`src/verilog/ptpe_pkg.sv`:
```
// Purpose: Shared constants and types for the processor throttle and PM event block
// Assumes: 10 MHz system clock, 32 kHz slow rate made by a divider
// Notes: Offsets are byte offsets within their access space
package ptpe_pkg;

	// Access spaces
	localparam logic [1:0] SPACE_PM = 2'h0;
	localparam logic [1:0] SPACE_LEGACY = 2'h1;
	localparam logic [1:0] SPACE_CFG = 2'h2;

	// Register offsets
	localparam logic [7:0] OFS_PM_CONTROL = 8'h04;
	localparam logic [7:0] OFS_GP_STATUS = 8'h0C;
	localparam logic [7:0] OFS_GP_ENABLE = 8'h0E;
	localparam logic [7:0] OFS_PROC_CTRL = 8'h10;
	localparam logic [7:0] OFS_LEVEL2 = 8'h14;
	localparam logic [7:0] OFS_LEVEL3 = 8'h15;
	localparam logic [7:0] OFS_GLOBAL_EN = 8'h20;
	localparam logic [7:0] OFS_NMI_PORT = 8'h70;
	localparam logic [7:0] OFS_RTC_EXT_INDEX = 8'h72;
	localparam logic [7:0] OFS_INT_PIN = 8'h3D;
	localparam logic [7:0] OFS_COUNT_B = 8'h48;

	// Field positions
	localparam int BIT_SCI_ROUTE_ENABLE = 0;
	localparam int BIT_CLK_STOP_EN = 1;
	localparam int BIT_THERM = 0;
	localparam int BIT_USB = 8;
	localparam int BIT_GPI = 9;
	localparam int BIT_RING = 10;
	localparam int BIT_LID = 11;
	localparam int BIT_CLOCK_CONTROL_ENABLE = 0;
	localparam int DUTY_LSB = 1;
	localparam int BIT_THROTTLE_ENABLE = 4;
	localparam int BIT_CACHE_SLEEP_ENABLE = 5;
	localparam int BIT_BURST_EN = 1;
	localparam int BIT_OVERTEMP_IN_BK = 2;
	localparam int BIT_NMI = 7;
	localparam int BIT_LOCK_SEL = 5;

	// Writable masks, reset values and the fixed interrupt pin value
	localparam logic [15:0] GP_ENABLE_MASK = 16'h0F01;
	localparam logic [15:0] GLOBAL_EN_MASK = 16'h0006;
	localparam logic [15:0] RST_GP_ENABLE = 16'h0000;
	localparam logic [7:0] RST_PROC_CTRL = 8'h00;
	localparam logic [15:0] RST_GLOBAL_EN = 16'h0000;
	localparam logic [7:0] RST_COUNT_B = 8'h00;
	localparam logic [7:0] INT_PIN_VALUE = 8'h00;

	// Timing
	localparam int unsigned CLK_PERIOD_NS = 100;
	localparam int unsigned SLOW_PERIOD_NS = 30518;
	localparam int unsigned SLOW_CYCLES = SLOW_PERIOD_NS / CLK_PERIOD_NS;
	localparam int unsigned THROTTLE_PERIOD_US = 244;
	localparam logic [2:0] THROTTLE_LAST_SLOT = 3'h7;
	localparam int unsigned FINE_STEP_US = 8;
	localparam int unsigned FINE_STEP_CYCLES = FINE_STEP_US * 1000 / CLK_PERIOD_NS;
	localparam int unsigned COARSE_STEP_MS = 1;
	localparam int unsigned COARSE_STEP_CYCLES = COARSE_STEP_MS * 1000000 / CLK_PERIOD_NS;
	localparam int unsigned OVERTEMP_HOLD_S = 2;
	localparam int unsigned OVERTEMP_HOLD_CYCLES = OVERTEMP_HOLD_S * (1000000000 / CLK_PERIOD_NS);
	localparam logic [2:0] PCI_CLOCK_RUN_DENY_CLKS = 3'h4;
	localparam int unsigned BURST_SLOTS_DEF = 8;

	// Event flag order inside the flag vector
	localparam int F_THERM = 0;
	localparam int F_USB = 1;
	localparam int F_GPI = 2;
	localparam int F_RING = 3;
	localparam int F_LID = 4;

	typedef struct packed {
		logic rd;
		logic wr;
		logic [1:0] space;
		logic [7:0] addr;
		logic [15:0] wdata;
	} ptpe_io_req_t;

	typedef struct packed {
		logic ring;
		logic usb;
		logic lid;
		logic gpi;
		logic wake;
	} ptpe_evt_t;

	typedef enum logic [2:0] {
		ST_FULL = 3'b000,
		ST_GRANT = 3'b001,
		ST_GRANT_THR = 3'b010,
		ST_STOPCLK = 3'b011,
		ST_THERM = 3'b100
	} ptpe_cc_state_t;

	typedef enum logic [2:0] {
		CR_RUN = 3'b000,
		CR_REQ = 3'b001,
		CR_WAIT = 3'b010,
		CR_STOP = 3'b011,
		CR_RESTART = 3'b100
	} ptpe_cr_state_t;

endpackage

```
`src/verilog/ptpe_core.sv`:
```
// Purpose: Processor stop-clock throttling, clock-control states and PM event routing
// Assumes: Register access over a simple read/write strobe port, inputs synchronous
// Notes: All outputs are registered; 32 kHz and lock-step rates come from dividers
`timescale 1ns/1ns
`default_nettype none
module ptpe_core #(
	parameter int unsigned OVERTEMP_HOLD = ptpe_pkg::OVERTEMP_HOLD_CYCLES,
	parameter int unsigned COARSE_STEP = ptpe_pkg::COARSE_STEP_CYCLES,
	parameter int unsigned BURST_SLOTS = ptpe_pkg::BURST_SLOTS_DEF
) (
	input wire logic clk_sys,
	input wire logic rst,
	input wire ptpe_pkg::ptpe_io_req_t io_req,
	output logic [15:0] io_rdata,
	output logic io_rvalid,
	input wire ptpe_pkg::ptpe_evt_t evt_in,
	input wire logic overtemp_in_n,
	input wire logic irq9_select,
	input wire logic serial_irq9,
	input wire logic pci_clock_run_in,
	output logic pci_clock_run_out,
	output logic pci_clock_run_oe,
	output logic pci_clock_stop_out_n,
	output logic stop_clock_out_n,
	output logic cache_sleep_out,
	output logic sci_out,
	output logic smi_out,
	output logic resume_out,
	output logic serial_irq_copy_out
);
	import ptpe_pkg::*;

	typedef struct packed {
		ptpe_cc_state_t cc;
		ptpe_cc_state_t prev_cc;
		ptpe_cr_state_t cr;
		logic [2:0] cr_cnt;
		logic sci_route_enable;
		logic clk_stop_en;
		logic [15:0] gp_en;
		logic [7:0] proc_ctrl;
		logic [15:0] glb_en;
		logic [7:0] count_b;
		logic nmi_gate;
		logic [4:0] flags;
		logic ot_prev;
		logic [31:0] ot_cnt;
		logic [2:0] phase;
		logic [7:0] burst_left;
		logic lock_busy;
		logic [5:0] lock_left;
		logic [15:0] rdata;
		logic rvalid;
		logic cr_out;
		logic cr_oe;
		logic pstop_n;
		logic stop_n;
		logic zz;
		logic sci;
		logic smi;
		logic resume;
		logic irq9_copy;
	} ptpe_core_state_t;

	ptpe_core_state_t q, d;
	logic slow_tick, fine_tick, coarse_tick;

	ptpe_tick #(.DIV(SLOW_CYCLES)) u_slow (
		.clk_sys(clk_sys),
		.rst(rst),
		.en(1'b1),
		.tick(slow_tick)
	);

	ptpe_tick #(.DIV(FINE_STEP_CYCLES)) u_fine (
		.clk_sys(clk_sys),
		.rst(rst),
		.en(q.lock_busy),
		.tick(fine_tick)
	);

	ptpe_tick #(.DIV(COARSE_STEP)) u_coarse (
		.clk_sys(clk_sys),
		.rst(rst),
		.en(q.lock_busy),
		.tick(coarse_tick)
	);

	function automatic logic [2:0] duty_slots(input logic [2:0] code);
		case (code)
			3'b001: duty_slots = 3'h3;
			3'b010: duty_slots = 3'h6;
			3'b011: duty_slots = 3'h5;
			3'b100: duty_slots = 3'h4;
			3'b110: duty_slots = 3'h2;
			3'b111: duty_slots = 3'h1;
			default: duty_slots = 3'h0;
		endcase
	endfunction

	logic pm_wr, pm_rd, lg_wr, lg_rd, cf_wr, cf_rd;
	logic clock_control_enable, throttle_enable, cache_sleep_enable, burst_en, bk_en, manual;
	logic level2_entry_reg_rd, level3_entry_reg_rd, ot_assert, ot_hold, therm_set, therm_end;
	logic wake, brk, burst, throttling, wave, stp_assert, lock_start, step_tick;
	logic [4:0] set5, clr5, en5, new_en;

	always_comb begin
		d = q;
		pm_wr = io_req.wr && io_req.space == SPACE_PM;
		pm_rd = io_req.rd && io_req.space == SPACE_PM;
		lg_wr = io_req.wr && io_req.space == SPACE_LEGACY;
		lg_rd = io_req.rd && io_req.space == SPACE_LEGACY;
		cf_wr = io_req.wr && io_req.space == SPACE_CFG;
		cf_rd = io_req.rd && io_req.space == SPACE_CFG;
		clock_control_enable = q.proc_ctrl[BIT_CLOCK_CONTROL_ENABLE];
		throttle_enable = q.proc_ctrl[BIT_THROTTLE_ENABLE];
		cache_sleep_enable = q.proc_ctrl[BIT_CACHE_SLEEP_ENABLE];
		burst_en = q.glb_en[BIT_BURST_EN];
		bk_en = q.glb_en[BIT_OVERTEMP_IN_BK];
		manual = clock_control_enable && throttle_enable;
		level2_entry_reg_rd = pm_rd && io_req.addr == OFS_LEVEL2;
		level3_entry_reg_rd = pm_rd && io_req.addr == OFS_LEVEL3;

		// Register writes
		clr5 = '0;
		if (pm_wr) begin
			case (io_req.addr)
				OFS_PM_CONTROL: begin
					d.sci_route_enable = io_req.wdata[BIT_SCI_ROUTE_ENABLE];
					d.clk_stop_en = io_req.wdata[BIT_CLK_STOP_EN];
				end
				OFS_GP_STATUS: clr5 = {io_req.wdata[BIT_LID], io_req.wdata[BIT_RING], io_req.wdata[BIT_GPI],
					io_req.wdata[BIT_USB], io_req.wdata[BIT_THERM]};
				OFS_GP_ENABLE: d.gp_en = io_req.wdata & GP_ENABLE_MASK;
				OFS_PROC_CTRL: d.proc_ctrl = io_req.wdata[7:0];
				OFS_GLOBAL_EN: d.glb_en = io_req.wdata & GLOBAL_EN_MASK;
				default: d.sci_route_enable = q.sci_route_enable;
			endcase
		end
		if (lg_wr && io_req.addr == OFS_NMI_PORT) begin
			d.nmi_gate = io_req.wdata[BIT_NMI];
		end
		if (cf_wr && io_req.addr == OFS_COUNT_B) begin
			d.count_b = io_req.wdata[7:0];
		end

		// Register reads, answered one cycle later
		d.rvalid = io_req.rd;
		d.rdata = 16'h0000;
		if (pm_rd) begin
			case (io_req.addr)
				OFS_PM_CONTROL: d.rdata = {14'h0000, q.clk_stop_en, q.sci_route_enable};
				OFS_GP_STATUS: begin
					d.rdata[BIT_LID] = q.flags[F_LID];
					d.rdata[BIT_RING] = q.flags[F_RING];
					d.rdata[BIT_GPI] = q.flags[F_GPI];
					d.rdata[BIT_USB] = q.flags[F_USB];
					d.rdata[BIT_THERM] = q.flags[F_THERM];
				end
				OFS_GP_ENABLE: d.rdata = q.gp_en;
				OFS_PROC_CTRL: d.rdata = {8'h00, q.proc_ctrl};
				OFS_GLOBAL_EN: d.rdata = q.glb_en;
				default: d.rdata = 16'h0000;
			endcase
		end
		if (lg_rd && io_req.addr == OFS_RTC_EXT_INDEX) begin
			d.rdata[BIT_NMI] = q.nmi_gate;
		end
		if (cf_rd && io_req.addr == OFS_COUNT_B) begin
			d.rdata = {8'h00, q.count_b};
		end
		if (cf_rd && io_req.addr == OFS_INT_PIN) begin
			d.rdata = {8'h00, INT_PIN_VALUE};
		end

		// Status flags; a set in the clear cycle wins
		ot_assert = !overtemp_in_n;
		d.ot_prev = ot_assert;
		therm_set = ot_assert && !q.ot_prev;
		set5 = {evt_in.lid, evt_in.ring, evt_in.gpi, evt_in.usb, therm_set};
		en5 = {q.gp_en[BIT_LID], q.gp_en[BIT_RING], q.gp_en[BIT_GPI], q.gp_en[BIT_USB], q.gp_en[BIT_THERM]};
		d.flags = (q.flags & ~clr5) | set5;
		new_en = set5 & ~q.flags & en5;
		d.resume = |new_en[F_LID:F_USB];
		d.sci = q.sci_route_enable && |(q.flags & en5);
		d.smi = !q.sci_route_enable && (q.flags[F_LID] && en5[F_LID] || q.flags[F_GPI] && en5[F_GPI] ||
			q.flags[F_THERM] && en5[F_THERM]);

		// Break and burst events, never held off by over-temperature
		therm_end = q.cc == ST_THERM && !ot_assert;
		wake = |new_en || evt_in.wake || (therm_end && bk_en);
		brk = wake && !burst_en;
		burst = wake && burst_en;

		// Over-temperature hold timer
		ot_hold = q.ot_cnt == OVERTEMP_HOLD;
		if (ot_assert && (q.cc == ST_GRANT || q.cc == ST_GRANT_THR || q.cc == ST_STOPCLK)) begin
			if (!ot_hold) begin
				d.ot_cnt = q.ot_cnt + 32'h1;
			end
		end else begin
			d.ot_cnt = 32'h0;
		end

		// Clock-control state machine
		lock_start = 1'b0;
		case (q.cc)
			ST_FULL: begin
				if (level2_entry_reg_rd && clock_control_enable) begin
					d.cc = ST_GRANT;
				end else if (level3_entry_reg_rd && clock_control_enable) begin
					d.cc = ST_STOPCLK;
				end
			end
			ST_GRANT: begin
				if (brk) begin
					d.cc = throttle_enable ? ST_GRANT_THR : ST_FULL;
				end else if (ot_hold) begin
					d.cc = ST_THERM;
					d.prev_cc = ST_GRANT;
				end
			end
			ST_GRANT_THR: begin
				if (!throttle_enable) begin
					d.cc = ST_FULL;
				end else if (ot_hold) begin
					d.cc = ST_THERM;
					d.prev_cc = ST_GRANT_THR;
				end
			end
			ST_STOPCLK: begin
				if (brk) begin
					d.cc = ST_FULL;
					lock_start = 1'b1;
				end else if (ot_hold) begin
					d.cc = ST_THERM;
					d.prev_cc = ST_STOPCLK;
				end
			end
			ST_THERM: begin
				if (brk) begin
					d.cc = throttle_enable ? ST_GRANT_THR : ST_FULL;
					lock_start = q.prev_cc == ST_STOPCLK;
				end else if (!ot_assert) begin
					d.cc = q.prev_cc;
				end
			end
			default: d.cc = ST_FULL;
		endcase
		if (!clock_control_enable) begin
			d.cc = ST_FULL;
		end

		// Processor lock timer after leaving stop-clock
		step_tick = q.count_b[BIT_LOCK_SEL] ? fine_tick : coarse_tick;
		if (lock_start) begin
			d.lock_busy = 1'b1;
			d.lock_left = 6'(q.count_b[4:0]) + 6'h01;
		end else if (q.lock_busy && step_tick) begin
			d.lock_left = q.lock_left - 6'h01;
			d.lock_busy = q.lock_left != 6'h01;
		end

		// Burst window of full speed
		if (burst) begin
			d.burst_left = 8'(BURST_SLOTS);
		end else if (slow_tick && q.burst_left != 8'h00) begin
			d.burst_left = q.burst_left - 8'h01;
		end

		// Throttle waveform
		if (slow_tick) begin
			d.phase = q.phase == THROTTLE_LAST_SLOT ? 3'h0 : q.phase + 3'h1;
		end
		wave = q.phase < duty_slots(q.proc_ctrl[DUTY_LSB +: 3]);
		throttling = q.cc == ST_GRANT_THR || q.cc == ST_THERM || (q.cc == ST_FULL && manual);
		stp_assert = q.lock_busy || (q.burst_left == 8'h00 &&
			(q.cc == ST_GRANT || q.cc == ST_STOPCLK || (throttling && wave)));
		d.stop_n = !stp_assert;
		d.zz = cache_sleep_enable && stp_assert;

		// PCI clock-stop request, agents deny before the fourth clock
		case (q.cr)
			CR_RUN: begin
				if (q.clk_stop_en) begin
					d.cr = CR_REQ;
				end
			end
			CR_REQ: begin
				d.cr = CR_WAIT;
				d.cr_cnt = 3'h0;
			end
			CR_WAIT: begin
				if (!pci_clock_run_in || !q.clk_stop_en) begin
					d.cr = CR_RUN;
				end else if (q.cr_cnt == PCI_CLOCK_RUN_DENY_CLKS - 3'h2) begin
					d.cr = CR_STOP;
				end else begin
					d.cr_cnt = q.cr_cnt + 3'h1;
				end
			end
			CR_STOP: begin
				if (!pci_clock_run_in || !q.clk_stop_en) begin
					d.cr = CR_RESTART;
				end
			end
			CR_RESTART: d.cr = CR_RUN;
			default: d.cr = CR_RUN;
		endcase
		d.cr_oe = d.cr == CR_RUN || d.cr == CR_REQ || d.cr == CR_RESTART;
		d.cr_out = d.cr == CR_REQ;
		d.pstop_n = d.cr != CR_STOP;

		d.irq9_copy = irq9_select && serial_irq9;
	end

	always_ff @(posedge clk_sys) begin
		if (rst) begin
			q <= '0;
			q.gp_en <= RST_GP_ENABLE;
			q.proc_ctrl <= RST_PROC_CTRL;
			q.glb_en <= RST_GLOBAL_EN;
			q.count_b <= RST_COUNT_B;
			q.cr_oe <= 1'b1;
			q.pstop_n <= 1'b1;
			q.stop_n <= 1'b1;
		end else begin
			q <= d;
		end
	end

	assign io_rdata = q.rdata;
	assign io_rvalid = q.rvalid;
	assign pci_clock_run_out = q.cr_out;
	assign pci_clock_run_oe = q.cr_oe;
	assign pci_clock_stop_out_n = q.pstop_n;
	assign stop_clock_out_n = q.stop_n;
	assign cache_sleep_out = q.zz;
	assign sci_out = q.sci;
	assign smi_out = q.smi;
	assign resume_out = q.resume;
	assign serial_irq_copy_out = q.irq9_copy;
endmodule // ptpe_core
`default_nettype wire

```
`src/verilog/ptpe_tick.sv`:
```
// Purpose: Enable pulse divider, one pulse every DIV cycles while enabled
// Assumes: Single clock, synchronous active-high reset
// Notes: Counter restarts whenever the enable is low
`timescale 1ns/1ns
`default_nettype none
module ptpe_tick #(
	parameter int unsigned DIV = 305
) (
	input wire logic clk_sys,
	input wire logic rst,
	input wire logic en,
	output logic tick
);
	import ptpe_pkg::*;

	localparam int W = $clog2(DIV + 1);

	typedef struct packed {
		logic [W-1:0] cnt;
		logic tick;
	} ptpe_tick_state_t;

	ptpe_tick_state_t q, d;

	always_comb begin
		d = q;
		d.tick = 1'b0;
		if (!en) begin
			d.cnt = '0;
		end else if (q.cnt == W'(DIV - 1)) begin
			d.cnt = '0;
			d.tick = 1'b1;
		end else begin
			d.cnt = q.cnt + W'(1);
		end
	end

	always_ff @(posedge clk_sys) begin
		if (rst) begin
			q <= '0;
		end else begin
			q <= d;
		end
	end

	assign tick = q.tick;
endmodule // ptpe_tick
`default_nettype wire

```
`config.mk`:
```
export PLATFORM = sky130hd
export DESIGN_NAME = ptpe_core
export DESIGN_NICKNAME = d
export VERILOG_FILES = /design/src/verilog/ptpe_pkg.sv /design/src/verilog/ptpe_core.sv /design/src/verilog/ptpe_tick.sv
export SDC_FILE = /design/constraint.sdc
export NUM_CORES = 1
export LEC_CHECK = 0
export BUFFER_PORTS_ARGS = -buffer_cell sky130_fd_sc_hd__buf_2
export CORE_MARGIN = 2
export CORE_UTILIZATION = 30
export DETAILED_ROUTE_END_ITERATION = 10
export PLACE_DENSITY = 0.52
export SLEW_MARGIN = 20
export SYNTH_ARGS = -nofsm -noshare
export SYNTH_HDL_FRONTEND = slang
export SYNTH_SLANG_ARGS = --single-unit
export TNS_END_PERCENT = 20
```
`constraint.sdc`:
```
create_clock -name clk_sys -period 2.5 [get_ports clk_sys]
set_input_delay 0.375 -clock clk_sys [delete_from_list [all_inputs] [get_ports clk_sys]]
set_output_delay 0.375 -clock clk_sys [all_outputs]
set_load 0.01 [all_outputs]
```
==> out/summary.txt, run 1 <==
Final setup fails -> 0
Crit. End Element -> flip-flop
Die height -> 155 µm
Rel. slew slack -> 0.514
Psw -> 1.06 mW
CP max stage delay -> 0.36 ns
Yosys warning count -> 0
Post-DP HPWL -> 10.1 mm
Share of cells above drive strength 1 -> 0.147
Req. time, crit path -> 2.84 ns
Logic gate share of total power -> 0.027
First-pass GRT wire length -> 24.5 mm
Htree depth -> 4
Most frequent cells in the layout -> dfxtp_1, nor2_1, nand2_1
Via count -> 5244
CTS max path bufs -> 2
Port buffer count -> 56
CP bufs+invs -> 1
Worst-margin pin slew -> 0.722 ns
Post-synthesis sequential area ratio -> 0.435
Tcrit/Tclk final -> 0.893
Dpl ws -> 0.197 ns
Root Buffer -> clkbuf_16
Synth Flop Type -> dfxtp_1
Initial drt markers -> 233
Skew-Pair Late Insertion Delay -> 0.42 ns
Clock skew -> 0.00920 ns
Gpl congestion -> 0.753
RSZ-0062 raised after global routing -> false
Count of flip-flops with a built-in enable after synthesis -> 0
Initial antenna violation count -> 0
Largest net degree at the start of global routing -> 33
Sw frac -> 0.215
Startpoint types -> flip-flop
Syn_area_per_cell -> 8.83 µm²
Vias in the first global route -> 4951
Clk slew on worst S/H paths -> 0.06 ns
Hold buffers post-CTS -> 0
Int Pwr -> 3.89 mW
GR Util All Layers -> 0.125
Post-synth ARST share -> 0
Ordered list of cells on the worst path -> inv_1 > ha_1 > nor4bb_1 > nand4_2 > nor4_4 > o22ai_2 > a211oi_4 > a21oi_1 > a211oi_2
Drt first pass iters -> 5
Endpoints failing hold -> 0
Antenna-violating nets left -> 0
Global route total overflow -> 0
Nets -> 883
Final wirelength -> 14.3 mm
Final Critical Period -> 2.23 ns
# IOs -> 65
Sequential power share -> 0.481
Crit path max-delay family -> compound AO/OA/AOI/OAI gates
Worst setup margin -> 0.268 ns
Leakage -> 2.99 nW
Min-delay worst type -> primary input to flip-flop
CTS tree -> built
Outcome -> completed
Vias per cell -> 4.67
#FFs+latches synth -> 148
Max Cap Viol -> 0
Row cnt -> 55
Drt wl/cell -> 12.8 µm
Drc violations -> 0
PwrDens -> 630 nW/µm²
Data arrival, critical path -> 2.57 ns
Crit path max-delay cell type -> a211oi_4
Setup TNS Final -> 0 ns
Clock share of power -> 0.493
Synthesized area -> 6810 µm²
Crit Path Max Fanout -> 6
Final Max Tran Viols -> 0
Synthesis-to-layout area growth -> 15.6%
Number of buffers created by CTS -> 17
Post-synthesis cell count -> 771
Die footprint -> 23900 µm²
TritonCTS Sinks -> 148
Worst VDD drop -> 443 µV
Initial Utilization -> 0.303
Placeable Area -> 22400 µm²
WS Path Type -> flip-flop to flip-flop
Achievable Freq -> 448 MHz
# diodes -> 0
Library cells used by synthesis -> 64
Die width -> 155 µm
Most common cell after layout, fill and taps aside -> dfxtp_1
repair_timing:
| action | in CTS | in global routing |
|---|---|---|
| setup endpoints to repair | 0 | 4 |
| setup buffers | 0 | 1 |
| gates resized for setup | 0 | 0 |
cell families after synthesis:
group           share of synthesized area
compound gates                     0.0816
buf+inv                            0.0544
fa+ha+maj                          0.0312
xor+xnor                           0.0875
other cells                      0.000551
simple gates                        0.271
mux                                0.0384
flops                               0.435
routing by layer:
layer	wire, µm	global-route usage
met1	7360	0.171
met2	6390	0.196
met3	482	0.0272
met4	90	0.0397
met5	0	0
final timing paths:
| path | start | to | slack, ns | depth (start not counted) |
|---|---|---|---|---|
| worst max-delay path | q[44]$_SDFFE_PP0N_ | q[139]$_SDFFE_PP0P_ | 0.27 | 9 |
| worst min-delay path | pci_clock_run_in | q[138]$_SDFF_PP0_ | 0.17 | 2 |
| worst min register to register | u_fine.q[1]$_SDFF_PP0_ | u_fine.q[1]$_SDFF_PP0_ | 0.44 | 1 |
| worst max register to register | q[44]$_SDFFE_PP0N_ | q[139]$_SDFFE_PP0P_ | 0.27 | 9 |
stage by stage:
stage / hold slack, ns / cells / power [mW] / util / area, µm²
4_1_cts: 0.148 / 1122 / 5.03 / 0.350 / 7860
5_1_grt: 0.152 / 1123 / 5.15 / 0.351 / 7870
6_report: 0.170 / 1123 / 4.96 / 0.351 / 7870
3_5_place_dp: 0.431 / 1092 / 2.57 / 0.326 / 7300
3_3_place_gp: 0.430 / 1092 / 2.57 / 0.326 / 7300
2_1_floorplan: 0.413 / 774 / 2.51 / - / 6820
registers in the layout, summed over array words and instances, names as in the netlist, 5 cells and up:
signal / count
u_fine.q: 7
u_slow.q: 9
u_coarse.q: 14
en5: 5
q: 84
io_rdata: 12
cells in the mapped netlist, types with 11 or more instances:
cell	number	area share
xor2_1	44	0.057
nor4_1	11	0.010
nand4_1	14	0.013
clkbuf_1	18	0.0099
nand3_1	45	0.033
mux2i_1	25	0.037
ha_1	17	0.031
inv_1	23	0.013
a21oi_1	43	0.032
nor2_1	131	0.072
nand2b_1	14	0.013
buf_4	16	0.018
xnor2_1	24	0.031
dfxtp_1	148	0.44
nand2_1	64	0.035
nor3_1	15	0.011
cell type report:
| cell class | instances | area, µm² |
|---|---|---|
| clock inverters | 11 | 113 |
| clock buffers | 19 | 443 |
| fillers | 2336 | 14600 |
| well taps | 285 | 357 |
| multi-input cells | 563 | 3490 |
| flip-flops and latches | 148 | 2960 |
| repair buffers | 74 | 415 |
| inverters | 23 | 86.3 |
power groups by stage:
stage | Sequential (mW) | Combinational, mW | Clock, mW
6_report | 2.38 | 0.133 | 2.44
5_1_grt | 2.38 | 0.150 | 2.62
4_1_cts | 2.38 | 0.135 | 2.51
3_5_place_dp | 2.43 | 0.134 | 0
3_3_place_gp | 2.43 | 0.134 | 0
2_1_floorplan | 2.43 | 0.0738 | 0
No activity file was read; power rests on OpenSTA's default activity.
==> run 2: changes to the inputs <==
--- a/config.mk
+++ b/config.mk
@@ -6,7 +6,6 @@
 export NUM_CORES = 1
 export LEC_CHECK = 0
 export BUFFER_PORTS_ARGS = -buffer_cell sky130_fd_sc_hd__buf_2
-export CORE_MARGIN = 2
 export CORE_UTILIZATION = 30
 export DETAILED_ROUTE_END_ITERATION = 10
 export PLACE_DENSITY = 0.52
==> run 2 against run 1 <==
The flow now finishes with violations (DRC). Core utilization is 0.91 points higher. Design area is 0.72% higher. Critical path depth stayed put. Clock skew hardly changed. Maximum frequency is 0.72% lower. Die area is 2.6% lower. First-iteration DRC count is 4.3% higher. Register-to-register slack worse by 0.02 ns. Power is 3.9% higher. Combinational power hardly changed. Final cell count is 0.36% lower. Setup slack worse by 0.016 ns.
==> out/summary.txt, run 2 (synthesis results as in run 1) <==
Outcome -> complete, but fails checks
Violated checks -> DRC
Crit Path Max Fanout -> 6
Tcrit/Tclk final -> 0.899
Initial Utilization -> 0.309
Worst setup margin -> 0.251 ns
Final wirelength -> 14.0 mm
Row cnt -> 54
Leakage -> 3.01 nW
Placed cells -> 1087
Root Buffer -> clkbuf_16
Antenna-violating nets left -> 0
Fin cells -> 1119
CTS tree -> built
Clock skew -> 0.00886 ns
Min-delay worst type -> primary input to flip-flop
Htree depth -> 4
Port buffer count -> 56
Nets -> 882
Sequential power share -> 0.462
Crit path max-delay family -> compound AO/OA/AOI/OAI gates
Hold buffers post-CTS -> 0
Crit. End Element -> flip-flop
Skew-Pair Late Insertion Delay -> 0.42 ns
Achievable Freq -> 445 MHz
WS Path Type -> flip-flop to flip-flop
Setup bufs post-CTS -> 0
Top reg by flops -> q
Multi-input gate area -> 3490 µm²
Logic gate share of total power -> 0.026
Max Cap Viol -> 0
Sw frac -> 0.217
Setup TNS Final -> 0 ns
Vias per cell -> 4.70
Drt wl/cell -> 12.5 µm
CP max stage delay -> 0.40 ns
Via count -> 5260
Seq. cell area -> 2960 µm²
# IOs -> 65
R2R Setup Slk -> 0.25 ns
Global route total overflow -> 0
Largest net degree at the start of global routing -> 36
Final Max Tran Viols -> 0
Drt first pass iters -> 9
Die width -> 153 µm
Number of buffers created by CTS -> 17
Placeable Area -> 22000 µm²
Clk slew on worst S/H paths -> 0.06 ns
Most frequent cells in the layout -> dfxtp_1, nor2_1, nand2_1
Endpoints failing hold -> 0
Worst-margin pin slew -> 0.746 ns
# diodes -> 0
Drc violations -> 9
Final setup fails -> 0
RSZ-0062 raised after global routing -> false
Dpl ws -> 0.172 ns
Vias in the first global route -> 5097
CTS max path bufs -> 2
Gpl congestion -> 0.756
Data arrival, critical path -> 2.58 ns
Req. time, crit path -> 2.84 ns
Most common cell after layout, fill and taps aside -> dfxtp_1
First-pass GRT wire length -> 24.2 mm
Initial drt markers -> 243
CTS resizes -> 0
CP bufs+invs -> 1
Max reg flops -> 84
Startpoint types -> flip-flop
Rel. slew slack -> 0.498
Post-DP HPWL -> 9.81 mm
GR Util All Layers -> 0.126
Final Critical Period -> 2.25 ns
Int Pwr -> 4.03 mW
Clock share of power -> 0.512
TritonCTS Sinks -> 148
Crit path max-delay cell type -> a211oi_4
FILL cells -> 2290
PwrDens -> 650 nW/µm²
Worst VDD drop -> 355 µV
Die height -> 153 µm
Psw -> 1.12 mW
Share of cells above drive strength 1 -> 0.148
Synthesis-to-layout area growth -> 16.4%
Die footprint -> 23300 µm²
Initial antenna violation count -> 1
Ordered list of cells on the worst path -> inv_1 > ha_1 > nor4bb_1 > nand4_2 > nor4_4 > o22ai_2 > a211oi_4 > a21oi_1 > a211oi_2
run 2: changes by cell type in the layout (fill, tap and decap cells not counted), sizes merged:
cell,change
inv,+5
clkinv,-4
buf,-1
bufinv,+1
run 2: final timing paths:
check                              start                             end  cells past startpoint
hold / removal               serial_irq9  serial_irq_copy_out$_SDFF_PP0_                      3
setup reg to reg      q[44]$_SDFFE_PP0N_             q[139]$_SDFFE_PP0P_                      9
hold reg to reg   u_fine.q[1]$_SDFF_PP0_          u_fine.q[1]$_SDFF_PP0_                      1
setup / recovery      q[44]$_SDFFE_PP0N_             q[139]$_SDFFE_PP0P_                      9
run 2: cell type report:
type | count | area share
Multi-Input combinational cell | 563 | 0.441
Sequential cell | 148 | 0.374
Clock inverter | 13 | 0.0215
Timing Repair Buffer | 73 | 0.0531
Tap cell | 280 | 0.0442
Clock buffer | 19 | 0.0559
Inverter | 23 | 0.0109
run 2: power groups by stage:
stage | combinational, mW | clock, mW | sequential (mW)
after global placement | 0.133 | 0 | 2.43
after global routing | 0.147 | 2.82 | 2.38
final | 0.132 | 2.64 | 2.38
after CTS | 0.134 | 2.72 | 2.38
after detailed placement | 0.133 | 0 | 2.43
after floorplan | 0.0738 | 0 | 2.43
run 2: through the flow:
step           area [µm²]  power (mW)  utilization  hold slack [ns]
6_report             7920        5.15        0.360            0.171
5_1_grt              7920        5.35        0.360            0.173
4_1_cts              7920        5.24        0.360            0.151
3_5_place_dp         7310        2.57        0.332            0.431
3_3_place_gp         7310        2.57        0.332            0.429
2_1_floorplan        6820        2.51            -            0.413
run 2: worst reg2reg max path, delay by kind of cell (launching register included):
family / cells / cell delay, ns
buf+inv: 1 / 0.09
simple gates: 3 / 0.70
flops: 1 / 0.33
fa+ha+maj: 1 / 0.16
compound gates: 4 / 0.91
run 2: metal layers:
layer,up-vias,track usage,part of all wire
li1,2748,-,-
met2,81,0.196,0.43
met3,15,0.0290,0.036
met5,-,0,0.00071
met1,2414,0.171,0.52
met4,2,0.0471,0.012
